<file path="config.mk">
export PLATFORM = sky130hd
export DESIGN_NAME = serial_port
export DESIGN_NICKNAME = d
export VERILOG_FILES = /design/src/hdl/serial_port_pkg.sv /design/src/hdl/pin_sync.sv /design/src/hdl/serial_port.sv
export SDC_FILE = /design/constraint.sdc
export NUM_CORES = 1
export LEC_CHECK = 0
export BUFFER_PORTS_ARGS = -buffer_cell sky130_fd_sc_hd__buf_2
export CAP_MARGIN = 20
export CORE_UTILIZATION = 30
export CTS_CLUSTER_SIZE = 10
export DETAILED_ROUTE_END_ITERATION = 10
export PLACE_DENSITY = 0.46
export SLEW_MARGIN = 15
export SYNTH_ARGS = -nofsm -noshare
export SYNTH_HDL_FRONTEND = slang
export SYNTH_HIERARCHICAL = 1
export SYNTH_SLANG_ARGS = --single-unit
</file>
<file path="constraint.sdc">
create_clock -name I_CLK -period 7.75 [get_ports I_CLK]
set_input_delay 0.3875 -clock I_CLK [delete_from_list [all_inputs] [get_ports I_CLK]]
set_output_delay 0.3875 -clock I_CLK [all_outputs]
set_load 0.01 [all_outputs]
</file>
<file path="src/hdl/serial_port_pkg.sv">
package serial_port_pkg;
    // Frame geometry
    localparam int INSTR_BITS = 16;          // Instruction word length
    localparam int BYTE_BITS  = 8;           // Data byte length
    localparam int ADDR_W     = 13;          // Start address width
    // Instruction word field positions
    localparam int RW_POS     = 15;          // Read/write select bit
    localparam int CNT_HI     = 14;          // Byte count field, upper bit
    localparam int CNT_LO     = 13;          // Byte count field, lower bit
    localparam int ADDR_HI    = 12;          // Start address, upper bit
    // Byte count codes
    localparam logic [1:0] CNT_ONE    = 2'h0; // One byte
    localparam logic [1:0] CNT_TWO    = 2'h1; // Two bytes
    localparam logic [1:0] CNT_THREE  = 2'h2; // Three bytes
    localparam logic [1:0] CNT_STREAM = 2'h3; // Until chip select rises
    // Reset values
    localparam logic [3:0]  BIT_CNT_RST = 4'h0;    // Bit counter
    localparam logic [15:0] INSTR_RST   = 16'h0000; // Instruction shifter
    localparam logic [7:0]  BYTE_RST    = 8'h00;   // Byte shifters
    localparam logic        PIN_IDLE    = 1'b1;    // Synchroniser preset
    // Last bit index of the instruction and data phases
    localparam logic [3:0] INSTR_LAST = 4'(INSTR_BITS - 1);
    localparam logic [3:0] BYTE_LAST  = 4'(BYTE_BITS - 1);

    // Frame phases
    typedef enum logic [1:0] {
        ST_INSTR = 2'b00,                    // Collecting instruction
        ST_DATA  = 2'b01,                    // Moving data bytes
        ST_DONE  = 2'b10                     // Count reached, wait for CS
    } phase_e;
endpackage : serial_port_pkg

</file>
<file path="src/hdl/pin_sync.sv">
`timescale 1ns/1ps
module pin_sync #(
    parameter int W = 3                      // Number of pins
) (
    // Clock and reset
    input  wire logic         I_CLK,
    input  wire logic         I_RST,
    // Pins in, synchronised levels out
    input  wire logic [W-1:0] I_PIN,
    output logic      [W-1:0] O_LVL
);
    import serial_port_pkg::*;

    typedef struct packed {
        logic [W-1:0] s1;                    // First stage, read only by s2
        logic [W-1:0] s2;                    // Second stage, safe to use
    } sync_s;

    sync_s state_reg;                        // Registered state
    sync_s state_next;                       // Next state

    // Shift pins through two stages
    always_comb begin
        state_next    = state_reg;
        state_next.s1 = I_PIN;
        state_next.s2 = state_reg.s1;
    end

    // Register stages, idle level at reset
    always_ff @(posedge I_CLK) begin
        if (I_RST) begin
            state_reg <= {(2 * W){PIN_IDLE}};
        end else begin
            state_reg <= state_next;
        end
    end

    assign O_LVL = state_reg.s2;
endmodule : pin_sync

</file>
<file path="src/hdl/serial_port.sv">
`timescale 1ns/1ps
module serial_port (
    // Clock and reset
    input  wire logic                           I_CLK,
    input  wire logic                           I_RST,
    // Serial pins
    input  wire logic                           I_SCLK,
    input  wire logic                           I_CS_N,
    input  wire logic                           I_SDIO,
    output logic                                O_SDIO,
    output logic                                O_SDIO_OE,
    // Port configuration
    input  wire logic                           I_LSB_FIRST,
    // Register file access
    output logic                                O_WR_EN,
    output logic                                O_RD_EN,
    output logic [serial_port_pkg::ADDR_W-1:0]  O_ADDR,
    output logic [serial_port_pkg::BYTE_BITS-1:0] O_WR_DATA,
    input  wire logic [serial_port_pkg::BYTE_BITS-1:0] I_RD_DATA
);
    import serial_port_pkg::*;

    // Whole port state
    typedef struct packed {
        phase_e                 phase;       // Frame phase
        logic [3:0]             bit_cnt;     // Bits in current unit
        logic [INSTR_BITS-1:0]  instr;       // Instruction shifter
        logic                   rd;          // Frame is a read
        logic [1:0]             cnt;         // Byte count code
        logic [1:0]             left;        // Bytes still to move, less one
        logic [ADDR_W-1:0]      addr;        // Current byte address
        logic [BYTE_BITS-1:0]   rx;          // Incoming byte
        logic [BYTE_BITS-1:0]   tx;          // Outgoing byte
        logic                   sclk_d;      // Clock level last cycle
        logic                   load;        // Read data arrives now
        logic                   sdo;         // Data line output bit
        logic                   sent;        // Read bit awaits a rise
        logic                   oe;          // Data line enable
        logic                   wr_en;       // Write strobe
        logic                   rd_en;       // Read request strobe
        logic [ADDR_W-1:0]      req_addr;    // Address of strobe
        logic [BYTE_BITS-1:0]   wr_data;     // Byte written
    } port_s;

    port_s state_reg;                        // Registered state
    port_s state_next;                       // Next state

    logic [2:0] lvl;                         // Synchronised pins
    logic       sclk_s;                      // Serial clock level
    logic       cs_n_s;                      // Chip select level
    logic       sdi_s;                       // Data line level
    logic       rise;                        // Serial clock rising
    logic       fall;                        // Serial clock falling

    // Step the byte address in the bit-order direction
    function automatic logic [ADDR_W-1:0] step_addr(
        input logic [ADDR_W-1:0] a,
        input logic              lsb
    );
        step_addr = lsb ? ADDR_W'(a + 1'b1)
                        : ADDR_W'(a - 1'b1);
    endfunction : step_addr

    // Shift one bit into a byte in the bit-order direction
    function automatic logic [BYTE_BITS-1:0] shift_byte(
        input logic [BYTE_BITS-1:0] b,
        input logic                 bit_in,
        input logic                 lsb
    );
        shift_byte = lsb ? {bit_in, b[BYTE_BITS-1:1]}
                         : {b[BYTE_BITS-2:0], bit_in};
    endfunction : shift_byte

    // Pins come from the host's domain
    pin_sync #(
        .W (3)
    ) u_sync (
        .I_CLK (I_CLK),
        .I_RST (I_RST),
        .I_PIN ({I_SCLK, I_CS_N, I_SDIO}),
        .O_LVL (lvl)
    );

    assign sclk_s = lvl[2];
    assign cs_n_s = lvl[1];
    assign sdi_s  = lvl[0];

    // Edges only count while selected
    assign rise = ~cs_n_s & sclk_s & ~state_reg.sclk_d;
    assign fall = ~cs_n_s & ~sclk_s & state_reg.sclk_d;

    // Next-state logic
    always_comb begin
        state_next        = state_reg;
        state_next.sclk_d = sclk_s;
        state_next.wr_en  = 1'b0;
        state_next.rd_en  = 1'b0;
        state_next.load   = state_reg.rd_en;

        // Read data answers one cycle after the request
        if (state_reg.load) begin
            state_next.tx = I_RD_DATA;
        end

        if (cs_n_s) begin
            // Deselected: line released always
            state_next.oe = 1'b0;
            if (state_reg.bit_cnt != BIT_CNT_RST &&
                !(state_reg.phase == ST_INSTR &&
                  state_reg.bit_cnt == 4'(BYTE_BITS))) begin
                // Mid-byte rise resets the port; the instruction's
                // middle byte boundary stalls like a non-streaming data byte boundary
                state_next.phase   = ST_INSTR;
                state_next.bit_cnt = BIT_CNT_RST;
                state_next.instr   = INSTR_RST;
            end else if (state_reg.phase == ST_DONE ||
                         state_reg.cnt == CNT_STREAM &&
                         state_reg.phase == ST_DATA) begin
                // Frame ends, streaming stops here
                state_next.phase = ST_INSTR;
                state_next.instr = INSTR_RST;
            end
            // Otherwise stalled at a boundary, resume later
        end else if (rise) begin
            // Bit on the line is taken by the host now
            state_next.sent = 1'b0;
            case (state_reg.phase)
                ST_INSTR: begin
                    // Instruction bits on first sixteen rises
                    state_next.instr = I_LSB_FIRST
                        ? {sdi_s, state_reg.instr[INSTR_BITS-1:1]}
                        : {state_reg.instr[INSTR_BITS-2:0], sdi_s};
                    state_next.bit_cnt = 4'(state_reg.bit_cnt + 1'b1);
                    if (state_reg.bit_cnt == INSTR_LAST) begin
                        // Decode the finished word
                        state_next.bit_cnt = BIT_CNT_RST;
                        state_next.phase   = ST_DATA;
                        state_next.rd      =
                            state_next.instr[RW_POS];
                        state_next.cnt     =
                            state_next.instr[CNT_HI:CNT_LO];
                        state_next.left    =
                            state_next.instr[CNT_HI:CNT_LO];
                        state_next.addr    =
                            state_next.instr[ADDR_HI:0];
                        if (state_next.instr[RW_POS]) begin
                            // Fetch first read byte
                            state_next.rd_en    = 1'b1;
                            state_next.req_addr =
                                state_next.instr[ADDR_HI:0];
                        end
                    end
                end
                ST_DATA: begin
                    // Data bits captured on rising edges
                    state_next.rx = shift_byte(state_reg.rx, sdi_s,
                                               I_LSB_FIRST);
                    state_next.bit_cnt = 4'(state_reg.bit_cnt + 1'b1);
                    if (state_reg.bit_cnt == BYTE_LAST) begin
                        // Byte complete
                        state_next.bit_cnt = BIT_CNT_RST;
                        state_next.addr    =
                            step_addr(state_reg.addr, I_LSB_FIRST);
                        if (!state_reg.rd) begin
                            // Hand the byte to the register file
                            state_next.wr_en    = 1'b1;
                            state_next.req_addr = state_reg.addr;
                            state_next.wr_data  = state_next.rx;
                        end
                        if (state_reg.cnt != CNT_STREAM &&
                            state_reg.left == CNT_ONE) begin
                            // Last byte: release line, wait for CS
                            state_next.phase = ST_DONE;
                            state_next.oe    = 1'b0;
                        end else begin
                            // More bytes follow
                            if (state_reg.cnt != CNT_STREAM) begin
                                state_next.left =
                                    2'(state_reg.left - 1'b1);
                            end
                            if (state_reg.rd) begin
                                // Prefetch next read byte
                                state_next.rd_en    = 1'b1;
                                state_next.req_addr = state_next.addr;
                            end
                        end
                    end
                end
                ST_DONE: begin
                    // Extra clocks after the count are ignored
                    state_next.phase = ST_DONE;
                end
                default: begin
                    // Unknown phase recovers to idle
                    state_next.phase   = ST_INSTR;
                    state_next.bit_cnt = BIT_CNT_RST;
                end
            endcase
        end else if (fall && state_reg.phase == ST_DATA &&
                     state_reg.rd) begin
            // Read bits launched on falling edges
            state_next.oe  = 1'b1;
            state_next.sent = 1'b1;
            state_next.sdo = I_LSB_FIRST ? state_reg.tx[0]
                                         : state_reg.tx[BYTE_BITS-1];
            state_next.tx  = I_LSB_FIRST
                ? {1'b0, state_reg.tx[BYTE_BITS-1:1]}
                : {state_reg.tx[BYTE_BITS-2:0], 1'b0};
        end else if (state_reg.phase == ST_DATA && state_reg.rd &&
                     state_reg.sent) begin
            // Resumed after a stall: waiting bit goes back on the line
            state_next.oe = 1'b1;
        end
    end

    // State register
    always_ff @(posedge I_CLK) begin
        if (I_RST) begin
            state_reg          <= '0;
            state_reg.phase    <= ST_INSTR;
            state_reg.bit_cnt  <= BIT_CNT_RST;
            state_reg.instr    <= INSTR_RST;
            state_reg.rx       <= BYTE_RST;
            state_reg.tx       <= BYTE_RST;
            state_reg.wr_data  <= BYTE_RST;
        end else begin
            state_reg <= state_next;
        end
    end

    // Outputs straight from registers
    assign O_SDIO    = state_reg.sdo;
    assign O_SDIO_OE = state_reg.oe;
    assign O_WR_EN   = state_reg.wr_en;
    assign O_RD_EN   = state_reg.rd_en;
    assign O_ADDR    = state_reg.req_addr;
    assign O_WR_DATA = state_reg.wr_data;
endmodule : serial_port

</file>
* Yosys cells after proc, flatten, opt, wreduce, memory -nomap -nowiden *
Cells that the tools add are included.

word-level totals
  flip-flop bits (word level) = 90
  latch bits = 0
  bits in writable memories = 0
  ROM bits = 0
  output and inout bits = 25
  memories = 0

cells by class
  add/sub/neg operators = 4
  $mul = 0
  divide/modulo/power cells = 0
  order comparisons = 0
  equality and inequality tests = 22
  shift-type cells = 0
  multiplexer cells = 46
  bitwise gates (word level) = 10
  reduce and logical (&&, ||, !) cells = 33

operators by type and width
  kind                                                                  count
  21-bit two-way mux                                                    5
  14-bit two-way mux                                                    4
  8-bit two-way mux                                                     7
  16-bit two-way mux                                                    3
  48-bit two-way mux                                                    1
  15-bit case mux with 2 select lines                                   1
  14-bit case mux with 2 select lines                                   1
  24-bit two-way mux                                                    1
  22-bit two-way mux                                                    1
  19-bit two-way mux                                                    1
  18-bit two-way mux                                                    1
  2-bit by 1-bit != test with 1-bit output, second input constant       8
  15-bit two-way mux                                                    1
  5-bit AND reduction                                                   3
  2-bit two-way mux                                                     7
  13-bit by 1-bit adder with 13-bit output, second input constant       1
  13-bit two-way mux                                                    1
  13-bit by 1-bit subtractor with 13-bit output, second input constant  1
  6-bit two-way mux                                                     2
  4-bit case mux with 3 select lines                                    1
  3-bit AND reduction                                                   4
  3-bit by 1-bit != test with 1-bit output, second input constant       3
  4-bit equality test, second input constant                            2
  1-bit logical AND                                                     8
  26 further kinds                                                      47

* Depth between registers and ports, before layout *
Gate-level depths: netlist (run 1).

  depth in word-level cells = 11
  depth in mapped cells = 13
  mapped depth without buffers = 9

* Modules after synthesis *
Netlist (run 1), hierarchy kept.

by module, submodules not included
  module       instances  cells an instance  area each (sq um)  sequential area each (sq um)
  serial_port  1          591                4860.9             1681.6
  pin_sync     1          12                 157.7              120.1

* Worst setup path before layout (run 1) *
Ideal clock, no wire load.

  path kind = input to register
  start point = input I_LSB_FIRST
  end point = register state_reg[54] (netlist name)
  library setup time = 0.132 ns
  arrival = 2.901 ns
  data required time = 7.618 ns
  path slack = 4.718 ns
  stages on the path = 12
  path buffers = 3
  path through = buf_2 buf_2 clkbuf_1 inv_1 fa_1 a21oi_1 o22ai_1 nor2_1 o31ai_1 xor2_1 a221oi_1 nor3_1

between the ends
  cells in the longest elaborated chain, start to end = 3
  elaborated cells between the ends (all ways) = 5
  classes of those cells = mux (5)

RTL lines
  element                                                          RTL line                                text
  start: declaration                                               serial_port.sv:13                       input wire logic I_LSB_FIRST,
  13-bit two-way mux / 16-bit two-way mux (equally long branches)  serial_port.sv:60, serial_port.sv:131
  15-bit two-way mux / 18-bit two-way mux (equally long branches)  serial_port.sv:159, serial_port.sv:134
  15-bit case mux with 2 select lines (*)                          serial_port.sv:127                      case (state_reg.phase)
  end signal: assignment                                           serial_port.sv:227                      state_reg <= state_next;
  end: declaration                                                 serial_port.sv:45                       port_s state_reg;

Mark *: on every way between the ends. The rest lies on a longest branch, timed or not. The select of a mux whose other input is x is not followed.
A chain may end at the register's enable or synchronous reset.

* Final worst setup path (run 1) *
  start point = input I_LSB_FIRST
  end point = register state_reg (netlist bit O_ADDR[12])

between the ends
  cells in the longest elaborated chain, start to end = 5
  elaborated cells between the ends (all ways) = 10
  classes of those cells = eq/ne (1); mux (8); reduce/logical (1)

RTL lines
  element                              RTL line            text
  13-bit two-way mux                   serial_port.sv:60   step_addr = lsb ? ADDR_W'(a + 1'b1)
  14-bit two-way mux                   serial_port.sv:181  if (state_reg.rd) begin
  14-bit two-way mux                   serial_port.sv:170  if (state_reg.cnt != CNT_STREAM &&
  24-bit two-way mux                   serial_port.sv:159  if (state_reg.bit_cnt == BYTE_LAST) begin
  14-bit case mux with 2 select lines  serial_port.sv:127

Parallel ways exist; a longest one is shown, timed or not. The select of a mux whose other input is x is not followed.

==> results of run 1 <==
## stage by stage
step | instances | hold slack (ns)
floorplan | 603 | 0.383
global placement | 802 | 0.399
detailed placement | 803 | 0.396
CTS | 819 | 0.206
global route | 819 | 0.220
finish | 819 | 0.214
## final cells by class
class | count | area, µm²
timing repair buffer | 44 | 235
tap | 216 | 270
clock buffer | 10 | 229
sequential | 90 | 1800
clock inverter | 6 | 42.5
fill | 1738 | 10700
inverter | 13 | 48.8
multi-input combinational | 440 | 2820
## power by group through the flow
| stage | registers, mW | logic, mW | clock network (mW) |
|---|---|---|---|
| after detailed placement | 0.477 | 0.0462 | 0 |
| after CTS | 0.466 | 0.0462 | 0.425 |
| after floorplan | 0.476 | 0.0341 | 0 |
| after global routing | 0.467 | 0.0514 | 0.441 |
| after global placement | 0.477 | 0.0455 | 0 |
| final | 0.467 | 0.0464 | 0.416 |
## synth_stat cells (6+ instances only)
cell type	number	share of area, %
dfxtp_1	90	36
nor2_1	88	6.6
a21oi_1	41	4.1
a211oi_1	40	6.0
nand2_1	33	2.5
buf_4	23	3.4
nor3_1	23	2.3
o21ai_0	21	2.1
clkbuf_1	20	1.5
mux2i_1	20	4.0
ha_1	14	3.5
nand3_1	14	1.4
inv_1	13	0.97
mux2_2	13	2.9
a22oi_1	12	1.8
buf_2	12	1.2
nor2b_1	11	1.4
a2bb2oi_1	6	1.0
a311oi_1	6	1.0
or2_1	6	0.75
xor2_1	6	1.0
## cell usage in the layout (no fill, tap or decap), drive strengths merged, types with 15 or more instances in the layout
master  Yosys  final
dfxtp      90     90
nand3      15     15
mux2i      21     21
buf        40     44
nor3       26     26
a21oi      41     41
nand2      33     33
nor2       89     89
o21ai      25     25
a211oi     40     40
## cells by family after synthesis
group | after synthesis
XOR/XNOR | 11
flip-flops | 90
buffers and inverters | 73
AO/OA/AOI/OAI | 167
multiplexers | 34
adder cells (fa/ha/maj) | 15
AND/OR/NAND/NOR | 213
## worst max-delay path by stage
stage                     slack [ns]       endpoint  depth (start not counted)   startpoint
after floorplan                 4.72  state_reg[54]                         12  I_LSB_FIRST
after global placement          4.11     O_ADDR[12]                         10  I_LSB_FIRST
after detailed placement        3.96     O_ADDR[12]                         10  I_LSB_FIRST
after CTS                       4.32     O_ADDR[12]                         10  I_LSB_FIRST
after global routing            4.02     O_ADDR[12]                         10  I_LSB_FIRST
final                           4.29     O_ADDR[12]                         10  I_LSB_FIRST
## per-layer routing
metal	wire length (µm)	global-route usage, %	part of all wire [%]	up-vias
met5	0	0	0	-
met4	385	7.49	2.7	0
met3	735	2.43	5.2	26
met2	5950	24.6	42	130
met1	7100	24.1	50	2086
li1	-	-	-	2167
## critical path, delay by kind of cell
family / cells / cell delay (ns)
simple gates: 2 / 0.39
compound gates: 4 / 0.85
fa+ha+maj: 1 / 0.58
buf+inv: 2 / 1.26
xor+xnor: 1 / 0.18
==> flow_metrics.tcl, run 1 <==
set metrics [dict create \
    status "finished clean" \
    maxCapViolations 0 \
    r2r_cells 5 \
    dp.final_hpwl_mm 9.51 \
    leakagePower_nw 1.97 \
    largest_reg_flops 59 \
    pwr-share-seq_pct 50.2 \
    finalWirelength_mm 14.2 \
    clk_pin_slew_ns 0.07 \
    synth.distinct_cells 65 \
    max_slew.worst_pin.slew_ns 1.01 \
    nNetsFinal 627 \
    setup_violations 0 \
    cts_hold_buf 0 \
    cp_data_arrival_time_ns 3.65 \
    peakVddDrop_v 0.000102 \
    cts_sinks 90 \
    ant_nets 0 \
    insertion_delay_ns 0.35 \
    slew_headroom_pct 32.5 \
    syn_nets 632 \
    routabilityCongestion 0.873 \
    vias_per_cell 5.38 \
    post-place-ws_ns 3.96 \
    fin_util_pct 33.8 \
    io_buffers 38 \
    cp_cell_sequence "buf_2 > inv_1 > fa_1 > a21oi_1 > o22ai_1 > nor2_1 > o311ai_1 > xnor2_1 > a221oi_1 > nor3_1" \
    drt-initial-drc-count 404 \
    synth_fa_ha_area_share_pct 3.89 \
    p_clk_share_pct 44.8 \
    synth_top_family_by_area "compound AO/OA/AOI/OAI gates" \
    synthCells 603 \
    cts_tree "built" \
    min_from "I_SDIO" \
    synth_compound_area_share_pct 22.3 \
    start_kind "input pin" \
    die_w_um 131 \
    postSynthAreaPerCell_um2 8.32 \
    yosys.area_share.simple_pct 20.7 \
    drc 0 \
    report.final.slew_viol_count 0 \
    r2r_slack_ns 4.89 \
    clock_path_buffers 2 \
    min_period_ns 3.46 \
    ios 39 \
    cts_buffers 9 \
    synth_area_um2 5020 \
    placed_area_um2 5170 \
    synth_mux_area_share_pct 7.18 \
    rsz0062_at_grt "no" \
    rows 46 \
    antenna_found_initial 1 \
    synth_edf_count 0 \
    tns_ns 0 \
    worst-setup-path-type "in2reg" \
    rr_endpoint "O_WR_DATA[6]" \
    h-tree-depth 3 \
    synth_seq_cells 90 \
    async_reset_ff_share_pct 0 \
    p_per_area_nw_per_um2 170 \
    grt_pass1_vias 4101 \
    ys_warn_count 6 \
    layout_setup_ws_ns 4.29 \
    vias 4409 \
    required_ns 7.94 \
    cts-root-buf "clkbuf_16" \
    avgRoutedWirePerCell_um 17.3 \
    diodes 0 \
    synth_flop_cell "dfxtp_1" \
    cpPeakStageDelay_ns 0.74 \
    cpMaxStageDelayCell "buf_2" \
    fmax_mhz 289 \
    comb_power_share_pct 5.0 \
    fin_skew_ns 0.0100 \
    p_total_uw 929 \
    seq_area_frac_synth_pct 35.9 \
    start_util_pct 31.1 \
    whs_path_depth 2 \
    p_int_uw 698 \
    grtUsageTotal_pct 16.7 \
    design_area_um2 5450 \
    dr.pass1.iters 5 \
    switching_power_uw 231 \
    core_area_um2 16100 \
    timing.rr.start "state_reg[82]" \
    layout-drive-gt1-share_pct 13.9 \
    syn2layout_area_growth_pct 8.53 \
    die-area_um2 17300 \
    layout_worst_path_cycle_share_pct 44.6 \
    grt_max_degree 91 \
    ctsResizeCount 0 \
    die_y_um 131 \
    hold_path_class "in2reg" \
    post_cts_buffers 0 \
    swShare_pct 24.8 \
    hold_violations 0 \
    grt_first_pass_wirelength_mm 22.7 \
    hold-path-endpoint "u_sync/state_next[0]" \
    critical_path.max_fanout 41 \
    cp-end-kind "flip-flop" \
    synth-xor-area-share_pct 2.07 \
    grt-ovfl-total 0 \
]
Power figures use the tool's default switching activity.
==> inputs of run 2 (changes only) <==
--- a/config.mk
+++ b/config.mk
@@ -10,7 +10,7 @@
 export CORE_UTILIZATION = 30
 export CTS_CLUSTER_SIZE = 10
 export DETAILED_ROUTE_END_ITERATION = 10
-export PLACE_DENSITY = 0.46
+export PLACE_DENSITY = 0.47
 export SLEW_MARGIN = 15
 export SYNTH_ARGS = -nofsm -noshare
 export SYNTH_HDL_FRONTEND = slang
==> constraint.sdc (replaced) <==
create_clock -name I_CLK -period 3.1 [get_ports I_CLK]
set_input_delay 0.155 -clock I_CLK [delete_from_list [all_inputs] [get_ports I_CLK]]
set_output_delay 0.155 -clock I_CLK [all_outputs]
set_load 0.01 [all_outputs]
==> run 2 against run 1 <==
Net effect: first-iteration DRC count decreased by 16%; cell count up 1.3%; flip-flop and latch count did not move; power rose to 2.5 times the previous value; critical path depth down 4; register-to-register slack worse by 4.2 ns; sequential power rose to 2.5 times the previous value; global-route usage fell by 0.14 points; hold slack lost 0.048 ns; sequential share of layout area fell by 0.68 points; combinational power increased to 2.6 times the previous value; clock skew down 0.0022 ns; largest cell class unchanged.
==> flow_metrics.tcl, run 2 (synthesis gave the netlist of run 1 again) <==
set metrics [dict create \
    routabilityCongestion 0.841 \
    layout_worst_path_cycle_share_pct 77.3 \
    hold_violations 0 \
    finalWirelength_mm 13.9 \
    design_area_um2 5560 \
    cp-end-kind "flip-flop" \
    vias_per_cell 5.29 \
    grtUsageTotal_pct 16.6 \
    clk_pin_slew_ns 0.06 \
    ant_nets 0 \
    grt-ovfl-total 0 \
    slew_headroom_pct 45.7 \
    h-tree-depth 3 \
    layout-drive-gt1-share_pct 15.0 \
    worst-setup-path-type "reg2reg" \
    nNetsFinal 638 \
    die-area_um2 17300 \
    vias 4393 \
    leakagePower_nw 2.03 \
    die_w_um 131 \
    diodes 0 \
    fmax_mhz 417 \
    setup_violations 0 \
    ios 39 \
    grt_first_pass_wirelength_mm 22.7 \
    rsz0062_at_grt "no" \
    max_slew.worst_pin.slew_ns 0.811 \
    dr.pass1.iters 5 \
    insertion_delay_ns 0.34 \
    start_util_pct 31.1 \
    rows 46 \
    tns_ns 0 \
    hold_slack_ns 0.166 \
    clock_path_buffers 2 \
    fin_skew_ns 0.00782 \
    p_per_area_nw_per_um2 420 \
    placed_area_um2 5250 \
    report.final.slew_viol_count 0 \
    maxCapViolations 0 \
    r2r_cells 6 \
    start_kind "flip-flop" \
    critical_path.max_fanout 8 \
    grt_max_degree 69 \
    final_common_cell "dfxtp_1" \
    drt-initial-drc-count 339 \
    grt_pass1_vias 4156 \
    die_y_um 131 \
    avgRoutedWirePerCell_um 16.7 \
    status "finished clean" \
    largest_reg_flops 59 \
    cpPeakStageDelay_ns 0.56 \
    io_buffers 38 \
    final_cell_mix "dfxtp_1 (90), nor2_1 (88), a21oi_1 (41)" \
    post_cts_buffers 0 \
    whs_path_depth 3 \
    cp_data_arrival_time_ns 2.66 \
    antenna_found_initial 0 \
    peakVddDrop_v 0.000268 \
    cp_cell_sequence "ha_1 > nand3_1 > nor4_4 > a21oi_1 > a211o_1 > nor3_1" \
    core_area_um2 16100 \
    layout_setup_ws_ns 0.704 \
    dp.final_hpwl_mm 9.81 \
    cts_tree "built" \
    cpMaxStageDelayCell "nor4_4" \
    post-place-ws_ns 0.530 \
    required_ns 3.36 \
    min_period_ns 2.40 \
    cts_sinks 90 \
    drc 0 \
    hold_path_class "in2reg" \
    syn2layout_area_growth_pct 10.8 \
    cts_buffers 9 \
    cts-root-buf "clkbuf_16" \
]
run 2: changes by cell type in the layout (fill, tap and decap cells not counted), sizes merged:
cell,previous run,this run
dlygate4sd3,0,3
buf,44,52
clkinvlp,2,1
inv,14,13
clkbuf,10,12
run 2: area by class of cell:
| type | instances | area, µm² |
|---|---|---|
| sequential | 90 | 1800 |
| clock buffer | 12 | 256 |
| fill | 1676 | 10600 |
| clock inverter | 4 | 26.3 |
| tap | 216 | 270 |
| timing repair buffer | 55 | 338 |
| multi-input combinational | 440 | 2820 |
| inverter | 13 | 48.8 |
run 2: worst paths after layout:
| path | start | end | slack (ns) |
|---|---|---|---|
| worst max-delay path | state_reg[78] | O_ADDR[11] | 0.70 |
| worst min-delay path | I_RD_DATA[4] | state_reg[32] | 0.17 |
| worst max register to register | state_reg[78] | O_ADDR[11] | 0.70 |
| worst min register to register | u_sync/state_next[1] | u_sync/O_LVL[1] | 0.41 |
run 2: where the power goes:
group          leakage [nW]  total [mW]  internal [mW]  switching (mW)
clock network         0.139        1.05          0.587           0.460
registers             0.726        1.17           1.16         0.00508
logic                  1.17       0.122         0.0426          0.0795
total                  2.03        2.33           1.79           0.544
run 2: repair_timing:
item / CTS / global route
resized for setup: 0 / 0
hold buffers: 3 / 0
hold endpoints to repair: 3 / 0
run 2: critical path: cells and delay by family, from the launching register on:
| family | cells | cell delay, ns |
|---|---|---|
| AO/OA/AOI/OAI | 2 | 0.50 |
| adder cells (fa/ha/maj) | 1 | 0.30 |
| flip-flops | 1 | 0.39 |
| AND/OR/NAND/NOR | 3 | 1.13 |
run 2: metal layers:
layer,up-vias,share of wire [%],global-route usage [%],wire (µm)
li1,2179,-,-,-
met1,2088,51,23.3,7100
met2,111,43,25.1,6020
met3,15,4.3,3.47,600
met4,0,1.3,5.23,179
met5,-,0,0,0
run 2: metrics by stage:
step           std cells  util (%)  power (mW)
3_5_place_dp         811      32.6        1.31
2_1_floorplan        603         -        1.28
5_1_grt              830      34.5        2.44
6_report             830      34.5        2.34
3_3_place_gp         810      32.5        1.31
4_1_cts              830      34.5        2.37
==> inputs of run 3 (changes only) <==
--- a/config.mk
+++ b/config.mk
@@ -10,7 +10,7 @@
 export CORE_UTILIZATION = 30
 export CTS_CLUSTER_SIZE = 10
 export DETAILED_ROUTE_END_ITERATION = 10
-export PLACE_DENSITY = 0.47
+export PLACE_DENSITY = 0.46
 export SLEW_MARGIN = 15
 export SYNTH_ARGS = -nofsm -noshare
 export SYNTH_HDL_FRONTEND = slang
==> constraint.sdc (replaced) <==
create_clock -name I_CLK -period 2.3 [get_ports I_CLK]
set_input_delay 0.115 -clock I_CLK [delete_from_list [all_inputs] [get_ports I_CLK]]
set_output_delay 0.115 -clock I_CLK [all_outputs]
set_load 0.01 [all_outputs]
==> run 3 against run 2 <==
Net effect: cell count up 1.8%; routed wire length rose by 5.2%; register-to-register slack got worse by 0.61 ns; critical endpoint is now state_reg[52]; critical path type unchanged; largest power group unchanged.
==> flow_metrics.tcl, run 3 (synthesis gave the netlist of run 1 again) <==
set metrics [dict create \
    cpMaxStageDelayCell "fa_2" \
    diodes 0 \
    grt_first_pass_wirelength_mm 23.7 \
    p_total_mw 3.24 \
    cts-root-buf "clkbuf_16" \
    p_per_area_nw_per_um2 553 \
    fin_skew_ns 0.00833 \
    ios 39 \
    layout_worst_path_cycle_share_pct 95.8 \
    hold-path-endpoint "state_reg[30]" \
    clock_path_buffers 2 \
    min_period_ns 2.20 \
    grt-ovfl-total 0 \
    cts_sinks 90 \
    min_from "I_RD_DATA[2]" \
    placed_area_um2 5510 \
    insertion_delay_ns 0.34 \
    maxCapViolations 0 \
    status "finished clean" \
    design_area_um2 5850 \
    report.final.slew_viol_count 0 \
    finalWirelength_mm 14.6 \
    hold_violations 0 \
    die-area_um2 17300 \
    core_area_um2 16100 \
    final_cell_mix "dfxtp_1 (90), nor2_1 (87), a211oi_1 (40)" \
    syn2layout_area_growth_pct 16.6 \
    r2r_slack_ns 0.1 \
    fmax_mhz 454 \
    vias 4512 \
    layout-drive-gt1-share_pct 19.7 \
    peakVddDrop_v 0.000293 \
    slew_headroom_pct 55.0 \
    critical-path-top-delay-family "compound AO/OA/AOI/OAI gates" \
    io_buffers 38 \
    crit_buf_inv 1 \
    max_slew.worst_pin.slew_ns 0.675 \
    routabilityCongestion 0.859 \
    leakagePower_nw 2.11 \
    largest_reg_flops 59 \
    grtUsageTotal_pct 17.3 \
    whs_path_depth 3 \
    worst-setup-path-type "reg2reg" \
    antenna_found_initial 0 \
    drc 0 \
    required_ns 2.50 \
    start_util_pct 31.1 \
    setup_violations 0 \
    start_kind "flip-flop" \
    critical_path.max_fanout 6 \
    vias_per_cell 5.34 \
    rr_endpoint "state_reg[52]" \
    hold_slack_ns 0.129 \
    cp_data_arrival_time_ns 2.40 \
    hold_path_class "in2reg" \
    cts_tree "built" \
    r2r_cells 9 \
    nNetsFinal 654 \
    die_w_um 131 \
    cpPeakStageDelay_ns 0.42 \
    cts_buffers 9 \
    tns_ns 0 \
    timing.rr.start "state_reg[44]" \
    dp.final_hpwl_mm 10.5 \
    cp_cell_sequence "fa_2 > a21oi_2 > o22ai_1 > nor2_2 > buf_4 > o21ai_2 > xor2_1 > a221oi_1 > nor3_1" \
    fin_util_pct 36.3 \
    grt_max_degree 41 \
    grt_pass1_vias 4292 \
    rows 46 \
    h-tree-depth 3 \
    drt-initial-drc-count 400 \
    final_common_cell "dfxtp_1" \
    cp-end-kind "flip-flop" \
    ant_nets 0 \
    startpoint "state_reg[44]" \
    dr.pass1.iters 5 \
    die_y_um 131 \
    avgRoutedWirePerCell_um 17.3 \
    clk_pin_slew_ns 0.07 \
]
==> run 3: timing repair <==
item,CTS,global route
setup endpoints to repair,0,2
resized for setup,0,1
hold endpoints to repair,3,0
hold buffers,3,0
buffers inserted,0,2
==> run 3: metal layers <==
| metal | vias up | part of all wire [%] | track usage, % |
|---|---|---|---|
| li1 | 2218 | - | - |
| met1 | 2152 | 50 | 24.9 |
| met2 | 125 | 44 | 25.7 |
| met3 | 17 | 5.3 | 3.78 |
| met4 | 0 | 1.2 | 4.72 |
| met5 | - | 0 | 0 |
==> run 3: through the flow <==
stage,std cells,worst slack [ns]
finish,845,0.0962
detailed placement,825,0.0356
CTS,843,0.0884
global route,845,-0.0104
floorplan,603,-0.0820
global placement,825,0.0443
==> run 3: layout make-up <==
| cell class | count | area (µm²) |
|---|---|---|
| clock inverter | 2 | 37.5 |
| fill | 1686 | 10300 |
| inverter | 13 | 52.6 |
| clock buffer | 13 | 250 |
| tap | 216 | 270 |
| sequential | 90 | 1800 |
| timing repair buffer | 71 | 495 |
| multi-input combinational | 440 | 2940 |
==> run 3: report_power, final <==
group | total [mW] | leakage [nW] | switching [mW] | internal (mW)
registers | 1.57 | 0.726 | 0.00707 | 1.57
clock network | 1.48 | 0.136 | 0.608 | 0.868
logic | 0.187 | 1.25 | 0.115 | 0.0728
total | 3.24 | 2.11 | 0.730 | 2.51
==> run 3: worst register-to-register path, delay by kind of cell (launching register included) <==
| kind | cells | cell delay, ns |
|---|---|---|
| XOR/XNOR | 1 | 0.16 |
| flip-flops | 1 | 0.41 |
| adder cells (fa/ha/maj) | 1 | 0.42 |
| buffers and inverters | 1 | 0.17 |
| AND/OR/NAND/NOR | 2 | 0.30 |
| AO/OA/AOI/OAI | 4 | 0.62 |
==> run 3: worst max path at each step <==
stage                               end  slack, ns  cells past startpoint
after floorplan              O_ADDR[12]      -0.08                     12
final                     state_reg[52]        0.1                      9
after global routing      state_reg[52]      -0.01                      9
after detailed placement  state_reg[54]       0.04                     11
after global placement    state_reg[54]       0.04                     11
after CTS                 state_reg[54]       0.09                      8
